[src/design/asram_consts.vh]
// timing and field constants for the async sram host controller
// assumes a 100 MHz clock; times in picoseconds, counts derived
`ifndef ASRAM_CONSTS_VH
`define ASRAM_CONSTS_VH

// ----------------------------------------------------------------
// clock
// ----------------------------------------------------------------
`define ASRAM_CLK_PS              10000

// ----------------------------------------------------------------
// times in ps, fast grade then slow grade where the time has two grades
// ----------------------------------------------------------------
`define ASRAM_READ_CYCLE_MIN_F    45000
`define ASRAM_READ_CYCLE_MIN_S    55000
`define ASRAM_ADDR_ACCESS_MAX_F   45000
`define ASRAM_ADDR_ACCESS_MAX_S   55000
`define ASRAM_OUT_DRV_ACCESS_F    22000
`define ASRAM_OUT_DRV_ACCESS_S    25000
`define ASRAM_LANE_ACCESS_F       45000
`define ASRAM_LANE_ACCESS_S       55000
`define ASRAM_ADDR_WEND_MIN_F     35000
`define ASRAM_ADDR_WEND_MIN_S     40000
`define ASRAM_STROBE_WIDTH_F      35000
`define ASRAM_STROBE_WIDTH_S      40000
`define ASRAM_DATA_SETUP_MIN      25000
`define ASRAM_DATA_HOLD_MIN       0
`define ASRAM_STROBE_TURNOFF_F    18000
`define ASRAM_STROBE_TURNOFF_S    20000
`define ASRAM_BUS_TURNOFF_MAX     18000
`define ASRAM_RECOVERY_MIN_F      45000
`define ASRAM_RECOVERY_MIN_S      55000
`define ASRAM_DESEL_TO_RET_MIN    0

// ----------------------------------------------------------------
// cycle counts, rounded up, at least one
// ----------------------------------------------------------------
`define ASRAM_CYC(t) ((((t) + `ASRAM_CLK_PS - 1) / `ASRAM_CLK_PS) < 1 ? 1 : \
    (((t) + `ASRAM_CLK_PS - 1) / `ASRAM_CLK_PS))

// ----------------------------------------------------------------
// fields and counter width
// ----------------------------------------------------------------
`define ASRAM_LANE_LO             0
`define ASRAM_LANE_HI             1
`define ASRAM_CNT_W               4

`endif

[src/design/asram_ctrl.v]
// host controller driving an asynchronous 16-bit static memory
// assumes synchronous request inputs and one 100 MHz clock
//
// Function
// write only while strobe, selects, lane active
// data stable 25ns before, 0ns after end
// address stable 35/40ns before write end
// write may start with address, change after
// strobe and lane low 35/40ns before end
// read data valid 45/55ns after address
// old read data held 10ns after change
// data valid 22/25ns after output enable
// lane data valid 45/55ns after lane
// strobe write pulse covers turnoff plus setup
// deselected by selects or both lanes off
// wait one read cycle after retention exit
// retention may start right at deselect
// select true when low-active low, high-active high
// device bus released when deselected or disabled
// write strobe high through every read
// count timings in whole cycles, rounded up
// never drive bus while device may drive
`include "asram_consts.vh"
module asram_ctrl #(
    parameter SLOW_GRADE = 0,
    parameter AW         = 20,
    parameter DW         = 16
) (
    // clock and reset
    input  wire          i_clk,
    input  wire          i_nrst,
    // user request
    input  wire          i_req,
    input  wire          i_wr,
    input  wire [AW-1:0] i_addr,
    input  wire [DW-1:0] i_wdata,
    input  wire [1:0]    i_lane,
    input  wire          i_retain,
    output reg           o_busy,
    output reg           o_done,
    output reg  [DW-1:0] o_rdata,
    output reg           o_rerr,
    output reg           o_in_retention,
    // memory pins
    output reg  [AW-1:0] o_addr,
    output reg           o_select_low_active_n,
    output reg           o_select_high_active,
    output reg           o_write_n,
    output reg           o_out_drive_n,
    output reg           o_upper_lane_enable_n,
    output reg           o_lower_lane_enable_n,
    output reg  [DW-1:0] o_dq,
    output reg           o_dq_oe,
    input  wire [DW-1:0] i_dq,
    input  wire          i_err
);

// ----------------------------------------------------------------
// cycle counts
// ----------------------------------------------------------------
localparam CW = `ASRAM_CNT_W;
localparam integer RD_T = SLOW_GRADE ? `ASRAM_ADDR_ACCESS_MAX_S
                                     : `ASRAM_ADDR_ACCESS_MAX_F;
localparam integer PW_T = SLOW_GRADE ? `ASRAM_STROBE_WIDTH_S
                                     : `ASRAM_STROBE_WIDTH_F;
localparam integer TO_T = SLOW_GRADE ? `ASRAM_STROBE_TURNOFF_S
                                     : `ASRAM_STROBE_TURNOFF_F;
localparam integer RC_T = SLOW_GRADE ? `ASRAM_RECOVERY_MIN_S
                                     : `ASRAM_RECOVERY_MIN_F;
localparam integer PW2_T = (TO_T + `ASRAM_DATA_SETUP_MIN) > PW_T ?
                           (TO_T + `ASRAM_DATA_SETUP_MIN) : PW_T;
localparam integer RD_N  = `ASRAM_CYC(RD_T) + 1;
localparam integer WR_N  = `ASRAM_CYC(PW2_T);
localparam integer TA_N  = `ASRAM_CYC(`ASRAM_BUS_TURNOFF_MAX);
localparam integer REC_N = `ASRAM_CYC(RC_T);
localparam [CW-1:0] RD_CYC  = RD_N[CW-1:0];
localparam [CW-1:0] WR_CYC  = WR_N[CW-1:0];
localparam [CW-1:0] TA_CYC  = TA_N[CW-1:0];
localparam [CW-1:0] REC_CYC = REC_N[CW-1:0];

// ----------------------------------------------------------------
// states
// ----------------------------------------------------------------
localparam [2:0] S_IDLE = 3'h0;
localparam [2:0] S_RD   = 3'h1;
localparam [2:0] S_WR   = 3'h2;
localparam [2:0] S_TURN = 3'h3;
localparam [2:0] S_RET  = 3'h4;
localparam [2:0] S_REC  = 3'h5;

reg  [2:0]    state_r;
reg  [CW-1:0] cnt_r;
reg           cap_we_r;
wire [DW:0]   cap_q;

function [CW-1:0] dec;
    input [CW-1:0] v;
    begin
        dec = (v == {CW{1'b0}}) ? v : v - 1'b1;
    end
endfunction

// ----------------------------------------------------------------
// read capture register
// ----------------------------------------------------------------
asram_hold_reg #(.W(DW + 1)) u_hold (
    .i_clk  (i_clk),
    .i_nrst (i_nrst),
    .i_we   (cap_we_r),
    .i_d    ({i_err, i_dq}),
    .o_q    (cap_q)
);

always @*
begin
    o_rdata = cap_q[DW-1:0];
    o_rerr  = cap_q[DW];
end

// ----------------------------------------------------------------
// sequencer
// ----------------------------------------------------------------
always @(posedge i_clk or negedge i_nrst)
begin
    if (!i_nrst)
    begin
        state_r               <= S_IDLE;
        cnt_r                 <= {CW{1'b0}};
        cap_we_r              <= 1'b0;
        o_busy                <= 1'b0;
        o_done                <= 1'b0;
        o_in_retention        <= 1'b0;
        o_addr                <= {AW{1'b0}};
        o_select_low_active_n <= 1'b1;
        o_select_high_active  <= 1'b0;
        o_write_n             <= 1'b1;
        o_out_drive_n         <= 1'b1;
        o_upper_lane_enable_n <= 1'b1;
        o_lower_lane_enable_n <= 1'b1;
        o_dq                  <= {DW{1'b0}};
        o_dq_oe               <= 1'b0;
    end
    else
    begin
        o_done   <= 1'b0;
        cap_we_r <= 1'b0;
        cnt_r    <= dec(cnt_r);
        case (state_r)
        S_IDLE:
        begin
            if (i_retain)
            begin
                // deselected already, enter at once  R13 R11
                state_r        <= S_RET;
                o_in_retention <= 1'b1;
                o_busy         <= 1'b1;
            end
            else if (i_req && i_lane != 2'b00)
            begin
                o_busy                <= 1'b1;
                o_addr                <= i_addr;
                o_select_low_active_n <= 1'b0;
                o_select_high_active  <= 1'b1;
                o_upper_lane_enable_n <= ~i_lane[`ASRAM_LANE_HI];
                o_lower_lane_enable_n <= ~i_lane[`ASRAM_LANE_LO];
                if (i_wr)
                begin
                    // strobe, data and address from one edge  R1 R3 R5
                    state_r       <= S_WR;
                    cnt_r         <= WR_CYC;
                    o_write_n     <= 1'b0;
                    o_out_drive_n <= 1'b1;
                    o_dq          <= i_wdata;
                    o_dq_oe       <= 1'b1;
                end
                else
                begin
                    state_r       <= S_RD;
                    cnt_r         <= RD_CYC;
                    o_write_n     <= 1'b1;
                    o_out_drive_n <= 1'b0;
                    o_dq_oe       <= 1'b0;
                end
            end
        end
        S_RD:
        begin
            if (cnt_r == {{(CW-1){1'b0}}, 1'b1})
            begin
                cap_we_r <= 1'b1;
            end
            if (cnt_r == {CW{1'b0}})
            begin
                // release device bus, then wait turnoff  R15 R18
                o_out_drive_n         <= 1'b1;
                o_select_low_active_n <= 1'b1;
                o_select_high_active  <= 1'b0;
                o_upper_lane_enable_n <= 1'b1;
                o_lower_lane_enable_n <= 1'b1;
                state_r               <= S_TURN;
                cnt_r                 <= TA_CYC;
            end
        end
        S_WR:
        begin
            if (cnt_r == {CW{1'b0}})
            begin
                // end write by strobe, selects and lanes together; data and address held  R1 R2 R4
                o_write_n             <= 1'b1;
                o_select_low_active_n <= 1'b1;
                o_select_high_active  <= 1'b0;
                o_upper_lane_enable_n <= 1'b1;
                o_lower_lane_enable_n <= 1'b1;
                state_r               <= S_TURN;
                cnt_r                 <= {{(CW-1){1'b0}}, 1'b1};
            end
        end
        S_TURN:
        begin
            o_dq_oe <= 1'b0;
            if (cnt_r == {CW{1'b0}})
            begin
                state_r <= S_IDLE;
                o_busy  <= 1'b0;
                o_done  <= 1'b1;
            end
        end
        S_RET:
        begin
            if (!i_retain)
            begin
                o_in_retention <= 1'b0;
                state_r        <= S_REC;
                cnt_r          <= REC_CYC;
            end
        end
        S_REC:
        begin
            if (cnt_r == {CW{1'b0}})
            begin
                state_r <= S_IDLE;
                o_busy  <= 1'b0;
            end
        end
        default:
        begin
            state_r <= S_IDLE;
        end
        endcase
    end
end

endmodule

[src/design/asram_hold_reg.v]
// holding register for captured read data and error flag
// assumes one clock, asynchronous active-low reset
module asram_hold_reg #(
    parameter W = 17
) (
    // clock and reset
    input  wire         i_clk,
    input  wire         i_nrst,
    // write side
    input  wire         i_we,
    input  wire [W-1:0] i_d,
    // read side
    output reg  [W-1:0] o_q
);

// ----------------------------------------------------------------
// storage
// ----------------------------------------------------------------
always @(posedge i_clk or negedge i_nrst)
begin
    if (!i_nrst)
        o_q <= {W{1'b0}};
    else if (i_we)
        o_q <= i_d;
end

endmodule

[config.mk]
export PLATFORM = sky130hd
export DESIGN_NAME = asram_ctrl
export DESIGN_NICKNAME = d
export VERILOG_FILES = /design/src/design/asram_ctrl.v /design/src/design/asram_hold_reg.v
export VERILOG_INCLUDE_DIRS = /design/src /design/src/design
export SDC_FILE = /design/constraint.sdc
export NUM_CORES = 1
export LEC_CHECK = 0
export ABC_AREA = 1
export CORE_ASPECT_RATIO = 0.5
export CORE_UTILIZATION = 34
export CTS_CLUSTER_DIAMETER = 100
export DETAILED_ROUTE_END_ITERATION = 8
export DONT_BUFFER_PORTS = 1
export SKIP_CTS_REPAIR_TIMING = 1
export SYNTH_ARGS = -nofsm -noshare
export SYNTH_HDL_FRONTEND = slang
export SYNTH_SLANG_ARGS = --single-unit
export TNS_END_PERCENT = 1
[constraint.sdc]
create_clock -name i_clk -period 1.5 [get_ports i_clk]
set_input_delay 0.3 -clock i_clk [delete_from_list [all_inputs] [get_ports i_clk]]
set_output_delay 0.3 -clock i_clk [all_outputs]
set_load 0.02 [all_outputs]
## Word level (Yosys, flattened, before mapping)

Cells that the tools add are included.

| word-level totals | value |
|---|---|
| logic and storage cells | 103 |
| bits in latches | 0 |
| memories kept | 0 |
| memory bits (writable) | 0 |
| input bits | 60 |
| memory bits (read-only) | 0 |
| flip-flop bits (word level) | 71 |

| cells by class | value |
|---|---|
| order comparisons | 0 |
| $add $sub $neg | 1 |
| multiplexer cells | 47 |
| bitwise gates (word level) | 3 |
| reduce and logical (&&, ||, !) cells | 21 |
| shift-type cells | 0 |
| equal/unequal tests | 15 |
| $mul | 0 |
| div/mod/pow operators | 0 |

Operators by type and width:

| operator | number |
|---|---|
| $mux W4 | 6 |
| $mux W1 | 23 |
| $reduce_and A4 Y1 | 5 |
| $pmux W1 S2 | 9 |
| $pmux W4 S4 | 1 |
| $mux W3 | 5 |
| $reduce_bool A2 Y1 | 7 |
| $ne A2 B2 Y1 const B | 6 |
| $pmux W3 S4 | 1 |
| $reduce_and A3 Y1 | 4 |
| $eq A3 B2 Y1 const B | 2 |
| $eq A3 B3 Y1 const B | 2 |
| $eq A4 B1 Y1 const B | 1 |
| $logic_not A4 Y1 | 1 |
| $mux W2 | 2 |
| $ne A2 B1 Y1 const B | 2 |
| $reduce_or A2 Y1 | 2 |
| $sub A4 B1 Y4 const B | 1 |
| $eq A3 B1 Y1 const B | 1 |
| $logic_not A3 Y1 | 1 |
| $ne A3 B3 Y1 const B | 1 |
| $not A1 Y1 | 3 |
| $logic_and A1 B1 Y1 | 1 |

## Depth between registers and ports, before layout

Gate-level depths: netlist of run 1.

| depth | value |
|---|---|
| depth after elaboration | 5 |
| depth in mapped cells | 9 |

## Modules after synthesis

A second synthesis of run 1 with hierarchy kept.

| unflattened totals | value |
|---|---|
| cell total of the unflattened synthesis | 364 |
| area total of the unflattened synthesis | 3219.3 µm² |

Modules (own cells, without submodules):

| module | cells each | times used | area an instance (µm²) |
|---|---|---|---|
| asram_ctrl | 292 | 1 | 2538.7 |
| asram_hold_reg | 72 | 1 | 680.7 |

## Worst setup path after synthesis of run 1

No wires, ideal clock.

| timing | value |
|---|---|
| path type | flip-flop to flip-flop |
| start point | register cnt_r[0] |
| end point | register state_r[2] |
| arrival | 1.319 ns |
| clock period less this slack | 1.440 ns |
| data required time | 1.380 ns |
| cell stages (with the launch flop) | 10 |
| slack | 0.060 ns |
| cells stage by stage | dfrtp_1 > inv_1 > ha_1 > nand2_2 > inv_1 > nor2_1 > nor2_1 > nand2_1 > nand2_1 > nand2_1 |

| on the way | value |
|---|---|
| cells in the longest elaborated chain, start to end | 3 |
| elaborated cells between the ends (all ways) | 4 |
| classes of those cells | eq/ne: 2; reduce/logical: 2 |

Ends and longest elaborated chain:

| what | RTL line | RTL |
|---|---|---|
| from (decl) | asram_ctrl.v:92 | `reg [CW-1:0] cnt_r;` |
| from (signal assigned) | asram_ctrl.v:128 | `cnt_r <= {CW{1'b0}};` |
| from (signal assigned) | asram_ctrl.v:147 | `cnt_r <= dec(cnt_r);` |
| from (signal assigned) | asram_ctrl.v:215 | `cnt_r <= {{(CW-1){1'b0}}, 1'b1};` |
| $logic_not A4 Y1 * | - |  |
| $ne A2 B1 Y1 (no line) | - |  |
| $reduce_and A4 Y1 (no line) * | - |  |
| to (signal assigned) | asram_ctrl.v:200 | `state_r <= S_TURN;` |
| to (signal assigned) | asram_ctrl.v:223 | `state_r <= S_IDLE;` |
| to (signal assigned) | asram_ctrl.v:241 | `state_r <= S_IDLE;` |
| to (decl) | asram_ctrl.v:91 | `reg [2:0] state_r;` |

Every way passes the cells marked *; elsewhere a longest branch is shown, timed or not.
A chain may end at the register's enable or synchronous reset.

## Worst setup path after layout of run 1

| timing | value |
|---|---|
| start point | register state_r[0] |
| end point | register o_dq[5] |

| on the way | value |
|---|---|
| cells in the longest elaborated chain, start to end | 2 |

Ends and longest elaborated chain:

| what | RTL line | RTL |
|---|---|---|
| from (signal assigned) | asram_ctrl.v:127 | `state_r <= S_IDLE;` |
| from (signal assigned) | asram_ctrl.v:154 | `state_r <= S_RET;` |
| from (signal assigned) | asram_ctrl.v:169 | `state_r <= S_WR;` |
| $logic_not A3 Y1 | asram_ctrl.v:148 | `case (state_r)` |
| $reduce_and A4 Y1 (no line) | - |  |
| to (signal assigned) | asram_ctrl.v:140 | `o_dq <= {DW{1'b0}};` |
| to (signal assigned) | asram_ctrl.v:173 | `o_dq <= i_wdata;` |
| to (decl) | asram_ctrl.v:52 | `output reg [DW-1:0] o_dq,` |

Every way passes these cells.

==> results.py, run 1 <==
metrics = {
    "yosys": {
        "yosysWarnings": 0,
        "yosysSeqAreaShare_pct": 58.3,
        "avgSynthCellArea_um2": 9.35,
        "syn_inst": 327,
        "yosysUniqueCellTypes": 25,
        "synth_edf_count": 0,
        "synthTopCellsByArea": "dfrtp_1 54%, nand2_1 18%, mux2_2 6.3%, dfstp_2 4.3%, inv_1 2.3%",
        "netlist.area_leader.share_pct": 54.0,
        "ys.flop_type": "dfrtp_1",
        "ys_async_sr_fraction_pct": 100,
        "synth_top_cells_by_count": "148 x nand2_1, 66 x dfrtp_1, 19 x inv_1",
        "ys_ff_latch": 71,
        "yosysMostFrequentCell": "nand2_1",
        "synth.cell_area_um2": 3060,
        "synth_fp_nets": 391,
        "yosysTopAreaCell": "dfrtp_1",
    },
    "clock_tree": {
        "root_buffer": "clkbuf_16",
        "clockBufferDepth": 2,
        "numCtsBuffers": 9,
        "cts.clk_slew.worst_paths_ns": 0.06,
        "htreeDepth": 3,
        "clock-sinks": 71,
        "tritoncts": "yes",
        "clk_latency_ns": 0.34,
    },
    "die": {
        "die_w_um": 136,
        "pin_count": 123,
        "die_area_um2": 9400,
        "rows": 24,
        "die_h_um": 69.0,
        "core_area_um2": 8710,
        "initial_core_util_pct": 35.1,
    },
    "setup_path": {
        "cp_cell_sequence": "nor2_8, nand3_4, nor2_8, nand2_4, inv_8, nand2_1, nand2_1",
        "end_kind": "flip-flop",
        "slowest_stage": "dfrtp_2",
        "r2r_cells": 7,
        "cp_num_buf_inv": 1,
        "cp-endpoint": "o_dq[5]$_DFFE_PN0P_",
        "crit_family": "simple AND/OR/NAND/NOR gates",
        "critical-path-max-stage-delay_ns": 0.44,
        "r2r-end": "o_dq[5]$_DFFE_PN0P_",
        "r2r_setup_slack_ns": 0.09,
        "crit_type": "reg2reg",
        "startpoint": "state_r[0]$_DFFE_PN0P_",
        "timing.rr.start": "state_r[0]$_DFFE_PN0P_",
        "cp.depth": 7,
        "startpoint_type": "flip-flop",
        "worstPathRequired_ns": 1.77,
        "arrival_ns": 1.68,
        "cp_max_fo": 18,
    },
    "power": {
        "total_power_mw": 9.25,
        "ir_drop_mv": 0.733,
        "pwr-share-seq_pct": 48.3,
        "power_density_nw_per_um2": 2550,
        "p_clk_share_pct": 25.2,
        "p_switching_mw": 3.75,
        "p_sw_share_pct": 40.5,
        "pwr-share-comb_pct": 26.5,
        "leakage_nw": 1.91,
        "internal-power_mw": 5.50,
    },
    "timing": {
        "hold_violations": 71,
        "setup_viol": 0,
        "fmax_mhz": 707,
        "tightest_slew_ns": 0.434,
        "worst_slack_ns": 0.0864,
        "period_needed_ns": 1.41,
        "holdWs_ns": -0.339,
        "final.setup_skew_ns": 0.00843,
        "rsz0062_at_grt": "yes",
        "slew_violations": 0,
        "max_slew_margin_pct": 71.0,
        "fin_crit_sh_pct": 94.2,
    },
    "route": {
        "final_antenna_net_count": 0,
        "drcViolationCount": 0,
        "drt_wl_total_mm": 6.89,
        "drtIter0Drc": 148,
        "firstDrtPassIters": 4,
        "vias": 2158,
        "wl_per_cell_um": 14.7,
        "vias_per_cell": 4.61,
    },
    "global_route": {
        "grt_pass1_vias": 2064,
        "grt_pass1_wl_mm": 10.9,
        "grt_usage_pct": 15.7,
        "antenna_found_initial": 0,
        "gr-total-overflow": 0,
        "grt_max_degree": 72,
    },
    "outcome": {
        "failed_checks": "negative hold slack",
        "status": "finished, violations left",
    },
    "placed_design": {
        "placed_cell_area_um2": 3270,
        "io_buffers": 0,
        "dpl_worst_slack_ns": 0.0388,
        "dp_hpwl_mm": 4.83,
        "finalWeightedCongestion": 0.868,
    },
    "min_path": {
        "min_path_type": "in2async",
    },
    "finish": {
        "fin_nets": 410,
        "syn2layout_area_growth_pct": 18.8,
        "diodes": 0,
        "design_area_um2": 3630,
        "num-fill-cells": 864,
        "fin_util_pct": 41.7,
        "drive_gt1_share_pct": 20.8,
    },
    "run": {
        "maxCapViolCount": 0,
    },
}
==> power groups by stage <==
| stage | Sequential (mW) | Clock (mW) | Combinational, mW |
|---|---|---|---|
| 2_1_floorplan | 4.30 | 0 | 1.75 |
| 3_3_place_gp | 4.48 | 0 | 2.30 |
| 3_5_place_dp | 4.50 | 0 | 2.36 |
| 4_1_cts | 4.47 | 2.39 | 2.37 |
| 5_1_grt | 4.57 | 2.51 | 2.81 |
| 6_report | 4.47 | 2.33 | 2.45 |
==> final cells by class <==
cell class | instances | area [um^2] | share of cell area (%)
clock buffer | 13 | 260 | 7.17
clock inverter | 3 | 65.1 | 1.79
inverter | 22 | 90.1 | 2.48
multi-input combinational | 225 | 1160 | 31.8
sequential | 71 | 1790 | 49.2
tap | 117 | 146 | 4.03
timing repair buffer | 17 | 128 | 3.51
==> sequential cells by signal, summed over array words and instances, names as in the netlist <==
register and flops:
o_select_high_active 1, o_in_retention 1, o_addr 20, cnt_r 4
o_select_low_active_n 1, o_upper_lane_enable_n 1, o_dq 16, o_done 1
o_write_n 1, o_lower_lane_enable_n 1, cap_we_r 1, state_r 3
o_busy 1, o_out_drive_n 1, u_hold.o_q 17, o_dq_oe 1
==> routing by layer <==
layer	global-route usage (%)	share of wire (%)	up-vias
li1	-	-	1062
met1	19.6	43	1033
met2	23.6	49	59
met3	7.21	7.1	4
met4	5.56	0.64	0
met5	0	0	-
==> kinds of logic after synthesis <==
kind of cell | count (synthesis) | synth area share (%)
adder cells (fa/ha/maj) | 4 | 1.64
AO/OA/AOI/OAI | 17 | 3.32
buffers and inverters | 31 | 4.67
multiplexers | 17 | 6.26
flip-flops | 71 | 58.3
AND/OR/NAND/NOR | 186 | 25.5
XOR/XNOR | 1 | 0.287
==> through the flow <==
step / setup TNS (ns) / hold WS, ns / instances
floorplan: 0 / 0.00441 / 327
global placement: 0 / 0.00565 / 452
detailed placement: 0 / 0.00562 / 452
CTS: 0 / -0.356 / 468
global route: -0.0997 / -0.366 / 468
finish: 0 / -0.339 / 468
==> placed cells by master (no fill, tap or decap), drive strengths merged <==
master / synthesis / layout
a21boi: 2 / 2
a21oi: 8 / 8
buf: 9 / 17
bufinv: 0 / 2
clkbuf: 0 / 13
clkinv: 0 / 1
dfrtp: 66 / 66
dfstp: 5 / 5
ha: 4 / 4
inv: 22 / 22
mux2: 17 / 17
nand2: 150 / 150
nand3: 12 / 12
nand4: 2 / 2
nor2: 18 / 18
nor3: 3 / 3
o21ai: 7 / 7
or2: 1 / 1
xor2: 1 / 1
==> worst min path at each step <==
stage / start / endpoint / slack, ns
6_report: i_nrst / o_dq[3]$_DFFE_PN0P_ / -0.34
3_3_place_gp: i_nrst / o_dq[11]$_DFFE_PN0P_ / 0.006
3_5_place_dp: i_nrst / o_dq[7]$_DFFE_PN0P_ / 0.006
5_1_grt: i_nrst / o_dq[3]$_DFFE_PN0P_ / -0.37
2_1_floorplan: i_nrst / cap_we_r$_DFF_PN0_ / 0.004
4_1_cts: i_nrst / o_busy$_DFFE_PN0P_ / -0.36
No activity file was read; power rests on OpenSTA's default activity.
==> inputs of run 2 (changes only) <==
REMOVE_ABC_BUFFERS = 1   (was unset)
==> run 2 against run 1 <==
The flow still finishes with violations (negative hold slack). Fmax is 1.2% lower. Sequential cell count stayed put. Sequential power hardly changed. Critical path depth is 1 lower. Total power is 1.6% higher. Wire length is 3.2% lower. Die area stayed put. First-iteration DRC count is 6.8% higher. Design area is 1.0% higher. Via count is 1.0% lower. Core utilization is 0.42 points higher. Cell count stayed put.
==> results.py, run 2 (same netlist as run 1, synthesis figures left out) <==
metrics = {
    "setup_path": {
        "crit_type": "reg2reg",
        "cp_max_fo": 8,
        "arrival_ns": 1.68,
        "r2r_setup_slack_ns": 0.07,
        "startpoint_type": "flip-flop",
        "worstPathRequired_ns": 1.75,
        "r2r-end": "o_dq_oe$_DFFE_PN0P_",
        "r2r_cells": 6,
        "end_kind": "flip-flop",
        "timing.rr.start": "state_r[0]$_DFFE_PN0P_",
    },
    "outcome": {
        "failed_checks": "negative hold slack",
        "status": "finished, violations left",
    },
    "timing": {
        "period_needed_ns": 1.43,
        "max_slew_margin_pct": 72.7,
        "hold_violations": 71,
        "fmax_mhz": 699,
        "slew_violations": 0,
        "holdWs_ns": -0.340,
        "fin_crit_sh_pct": 95.4,
        "tns_ns": 0,
        "rsz0062_at_grt": "yes",
        "setup_viol": 0,
        "final.setup_skew_ns": 0.00515,
        "tightest_slew_ns": 0.406,
    },
    "die": {
        "initial_core_util_pct": 35.1,
        "die_w_um": 136,
        "pin_count": 123,
        "die_h_um": 69.0,
        "rows": 24,
        "core_area_um2": 8710,
        "die_area_um2": 9400,
    },
    "clock_tree": {
        "clock-sinks": 71,
        "clk_latency_ns": 0.33,
        "clockBufferDepth": 2,
        "root_buffer": "clkbuf_16",
        "cts.clk_slew.worst_paths_ns": 0.06,
        "htreeDepth": 3,
        "tritoncts": "yes",
        "numCtsBuffers": 9,
    },
    "power": {
        "power_density_nw_per_um2": 2560,
        "ir_drop_mv": 0.762,
        "total_power_mw": 9.40,
        "leakage_nw": 1.93,
    },
    "finish": {
        "largestRegisters": "o_addr (20), u_hold.o_q (17), o_dq (16)",
        "top_register": "o_addr",
        "fin_util_pct": 42.1,
        "drive_gt1_share_pct": 21.4,
        "final_common_cell": "nand2_1",
        "syn2layout_area_growth_pct": 20.0,
        "largest_reg_flops": 20,
        "diodes": 0,
        "fin_nets": 410,
        "layout_common_cells": "147 x nand2_1, 64 x dfrtp_1, 19 x inv_1",
        "design_area_um2": 3670,
    },
    "route": {
        "vias_per_cell": 4.56,
        "final_antenna_net_count": 0,
        "firstDrtPassIters": 4,
        "wl_per_cell_um": 14.3,
        "drtIter0Drc": 158,
        "vias": 2136,
        "drcViolationCount": 0,
        "drt_wl_total_mm": 6.67,
    },
    "global_route": {
        "grt_max_degree": 72,
        "gr-total-overflow": 0,
        "grt_usage_pct": 15.1,
        "antenna_found_initial": 0,
        "grt_pass1_vias": 2184,
        "grt_pass1_wl_mm": 10.7,
    },
    "placed_design": {
        "placed_cell_area_um2": 3270,
        "io_buffers": 0,
        "finalWeightedCongestion": 0.811,
        "dp_hpwl_mm": 4.70,
    },
    "run": {
        "maxCapViolCount": 0,
    },
    "min_path": {
        "min_path_type": "in2async",
    },
}
## run 2: cell type report
cell class | instances | area, um^2
Fill cell | 863 | 5040
Inverter | 22 | 85.1
Tap cell | 117 | 146
Timing Repair Buffer | 17 | 128
Clock inverter | 7 | 135
Clock buffer | 9 | 225
Sequential cell | 71 | 1790
Multi-Input combinational cell | 225 | 1160
## run 2: worst max-delay path by stage
stage | startpoint | endpoint | slack [ns] | depth (start not counted)
2_1_floorplan | state_r[0]$_DFFE_PN0P_ | cnt_r[0]$_DFF_PN0_ | 0.006 | 7
3_3_place_gp | cnt_r[0]$_DFF_PN0_ | state_r[2]$_DFFE_PN0P_ | 0.07 | 9
3_5_place_dp | cnt_r[0]$_DFF_PN0_ | state_r[1]$_DFFE_PN0P_ | 0.05 | 9
4_1_cts | cnt_r[0]$_DFF_PN0_ | state_r[1]$_DFFE_PN0P_ | -0.02 | 9
5_1_grt | state_r[0]$_DFFE_PN0P_ | o_dq_oe$_DFFE_PN0P_ | -0.01 | 6
6_report | state_r[0]$_DFFE_PN0P_ | o_dq_oe$_DFFE_PN0P_ | 0.07 | 6
## run 2: worst max-delay path, stage by stage (launching register included)
cell,delay (ns)
dfrtp_2,0.46
nor2_8,0.16
nand3_4,0.12
nor2_8,0.15
nand2_4,0.11
buf_4,0.18
a21oi_1,0.17
## run 2: per-layer routing
layer	share of wire (%)	vias up	routed length, um	GRT usage, %
met2	49	59	3240	24.1
li1	-	1059	-	-
met5	0	-	0	0
met4	2.2	0	146	7.28
met3	5.8	13	386	5.22
met1	43	1005	2900	18.1
## run 2: report_power, final
group / switching (mW) / leakage [nW] / total [mW] / internal, mW
Combinational: 1.30 / 0.864 / 2.37 / 1.07
Sequential: 1.62 / 0.886 / 4.46 / 2.85
Clock: 0.782 / 0.179 / 2.56 / 1.78
## run 2: metrics by stage
step / setup WS [ns] / std cells
floorplan: 0.00633 / 318
global placement: 0.0725 / 452
detailed placement: 0.0477 / 452
CTS: -0.0228 / 468
global route: -0.0129 / 468
finish: 0.0694 / 468
==> inputs of run 3 (changes only) <==
==> constraint.sdc (replaced) <==
create_clock -name i_clk -period 1.5 [get_ports i_clk]
set_input_delay 0.3 -clock i_clk [delete_from_list [all_inputs] [get_ports i_clk]]
set_output_delay 0.3 -clock i_clk [all_outputs]
set_load 0.1 [all_outputs]
==> run 3 against run 2 <==
The flow still finishes with violations (negative hold slack). Clock-buffer cell count up 5. Cell count grew 13%. Core utilization grew 5.0 points. Worst hold slack better by 0.0086 ns. First-iteration DRC count decreased by 11%. Die area stayed put. Design area grew 12%. Sequential cell count is the same. Clock skew is essentially flat. Sequential share of layout area shrank 4.9 points. Critical path depth up 4. Non-clock buffer count is 61 higher. Largest cell class unchanged.
==> results.py, run 3 (same netlist as run 1, synthesis figures left out) <==
metrics = {
    "placed_design": {
        "finalWeightedCongestion": 0.822,
        "dpl_worst_slack_ns": 0.000745,
        "io_buffers": 0,
        "dp_hpwl_mm": 4.72,
        "dp_cells": 511,
    },
    "route": {
        "vias": 2351,
        "drt_wl_total_mm": 6.56,
        "firstDrtPassIters": 5,
        "drcViolationCount": 0,
        "wl_per_cell_um": 12.4,
        "final_antenna_net_count": 0,
        "vias_per_cell": 4.45,
        "drtIter0Drc": 140,
    },
    "global_route": {
        "grt_pass1_vias": 2150,
        "gr-total-overflow": 0,
        "grt_usage_pct": 14.6,
        "grt_max_degree": 72,
        "antenna_found_initial": 0,
        "grt_pass1_wl_mm": 10.4,
    },
    "setup_path": {
        "worstPathRequired_ns": 1.76,
        "crit_type": "reg2reg",
        "arrival_ns": 1.70,
        "end_kind": "flip-flop",
        "startpoint_type": "flip-flop",
        "cp_max_fo": 5,
    },
    "timing": {
        "slew_violations": 0,
        "tightest_slew_ns": 0.494,
        "worst_slack_ns": 0.0657,
        "final.setup_skew_ns": 0.00536,
        "period_needed_ns": 1.43,
        "tns_ns": 0,
        "fin_crit_sh_pct": 95.6,
        "hold_violations": 71,
        "max_slew_margin_pct": 67.1,
        "rsz0062_at_grt": "yes",
        "fmax_mhz": 697,
        "holdWs_ns": -0.332,
        "setup_viol": 0,
    },
    "die": {
        "die_area_um2": 9400,
        "core_area_um2": 8710,
        "pin_count": 123,
        "rows": 24,
        "initial_core_util_pct": 35.1,
        "die_w_um": 136,
        "die_h_um": 69.0,
    },
    "run": {
        "maxCapViolCount": 0,
    },
    "clock_tree": {
        "clock-sinks": 71,
        "root_buffer": "clkbuf_16",
        "cts.clk_slew.worst_paths_ns": 0.05,
        "htreeDepth": 3,
        "numCtsBuffers": 9,
        "clockBufferDepth": 2,
        "tritoncts": "yes",
        "clk_latency_ns": 0.32,
    },
    "finish": {
        "finalNonFillerCells": 528,
        "layout_common_cells": "146 x nand2_1, 73 x buf_4, 63 x dfrtp_1",
        "largestRegisters": "o_addr (20), u_hold.o_q (17), o_dq (16)",
        "drive_gt1_share_pct": 32.6,
        "largest_reg_flops": 20,
        "top_register": "o_addr",
        "fin_nets": 471,
        "syn2layout_area_growth_pct": 34.1,
        "final_common_cell": "nand2_1",
        "diodes": 0,
    },
    "min_path": {
        "min_path_type": "in2async",
    },
    "outcome": {
        "status": "finished, violations left",
        "failed_checks": "negative hold slack",
    },
}
run 3: cell count changes in the layout (fill, tap and decap cells not counted), sizes merged:
cell    before  now
clkbuf       9   14
bufinv       4    0
clkinv       3    1
buf         17   78
run 3: routing by layer:
metal  global-route usage, %  share of wire [%]  vias up
met5                       0                  0        -
met4                    6.30                1.1        0
met3                    4.49                5.2       10
met2                    23.6                 51       71
met1                    18.0                 43     1086
li1                        -                  -     1184
run 3: final cells by class:
class / instances / area, um^2
sequential: 71 / 1790
tap: 117 / 146
multi-input combinational: 225 / 1160
clock buffer: 14 / 254
fill: 838 / 4610
timing repair buffer: 78 / 648
inverter: 22 / 87.6
clock inverter: 1 / 5.00
run 3: critical path, stage by stage (launching register included):
cell	delay, ns
dfrtp_1	0.37
inv_1	0.08
ha_2	0.19
nand2_2	0.10
buf_4	0.16
ha_1	0.17
inv_1	0.05
nand2_1	0.06
nand3_1	0.09
nor2_1	0.05
nand2_1	0.06
run 3: worst paths after layout:
kind,cells past startpoint,slack (ns),start,to
min reg2reg,2,0.46,o_select_low_active_n$_DFFE_PN1P_,o_select_low_active_n$_DFFE_PN1P_
max in group asynchronous,0,1.65,i_nrst,o_out_drive_n$_DFFE_PN1P_
max reg2reg,10,0.07,cnt_r[0]$_DFF_PN0_,cnt_r[0]$_DFF_PN0_
max,10,0.07,cnt_r[0]$_DFF_PN0_,cnt_r[0]$_DFF_PN0_
min,0,-0.33,i_nrst,u_hold.o_q[1]$_DFFE_PN0P_
min in group i_clk,2,0.09,i_wdata[0],o_dq[0]$_DFFE_PN0P_
run 3: through the flow:
stage / hold slack [ns] / instance area (um^2) / util [%]
2_1_floorplan: 0.00441 / 3000 / -
3_3_place_gp: 0.00549 / 3780 / 43.4
3_5_place_dp: 0.00542 / 3780 / 43.4
4_1_cts: -0.347 / 4040 / 46.4
5_1_grt: -0.350 / 4100 / 47.1
6_report: -0.332 / 4100 / 47.1
Power of run 3 is left out: the tool's default activity adds up to more than one toggle a clock period on the data nets, which glitch-free logic cannot reach.
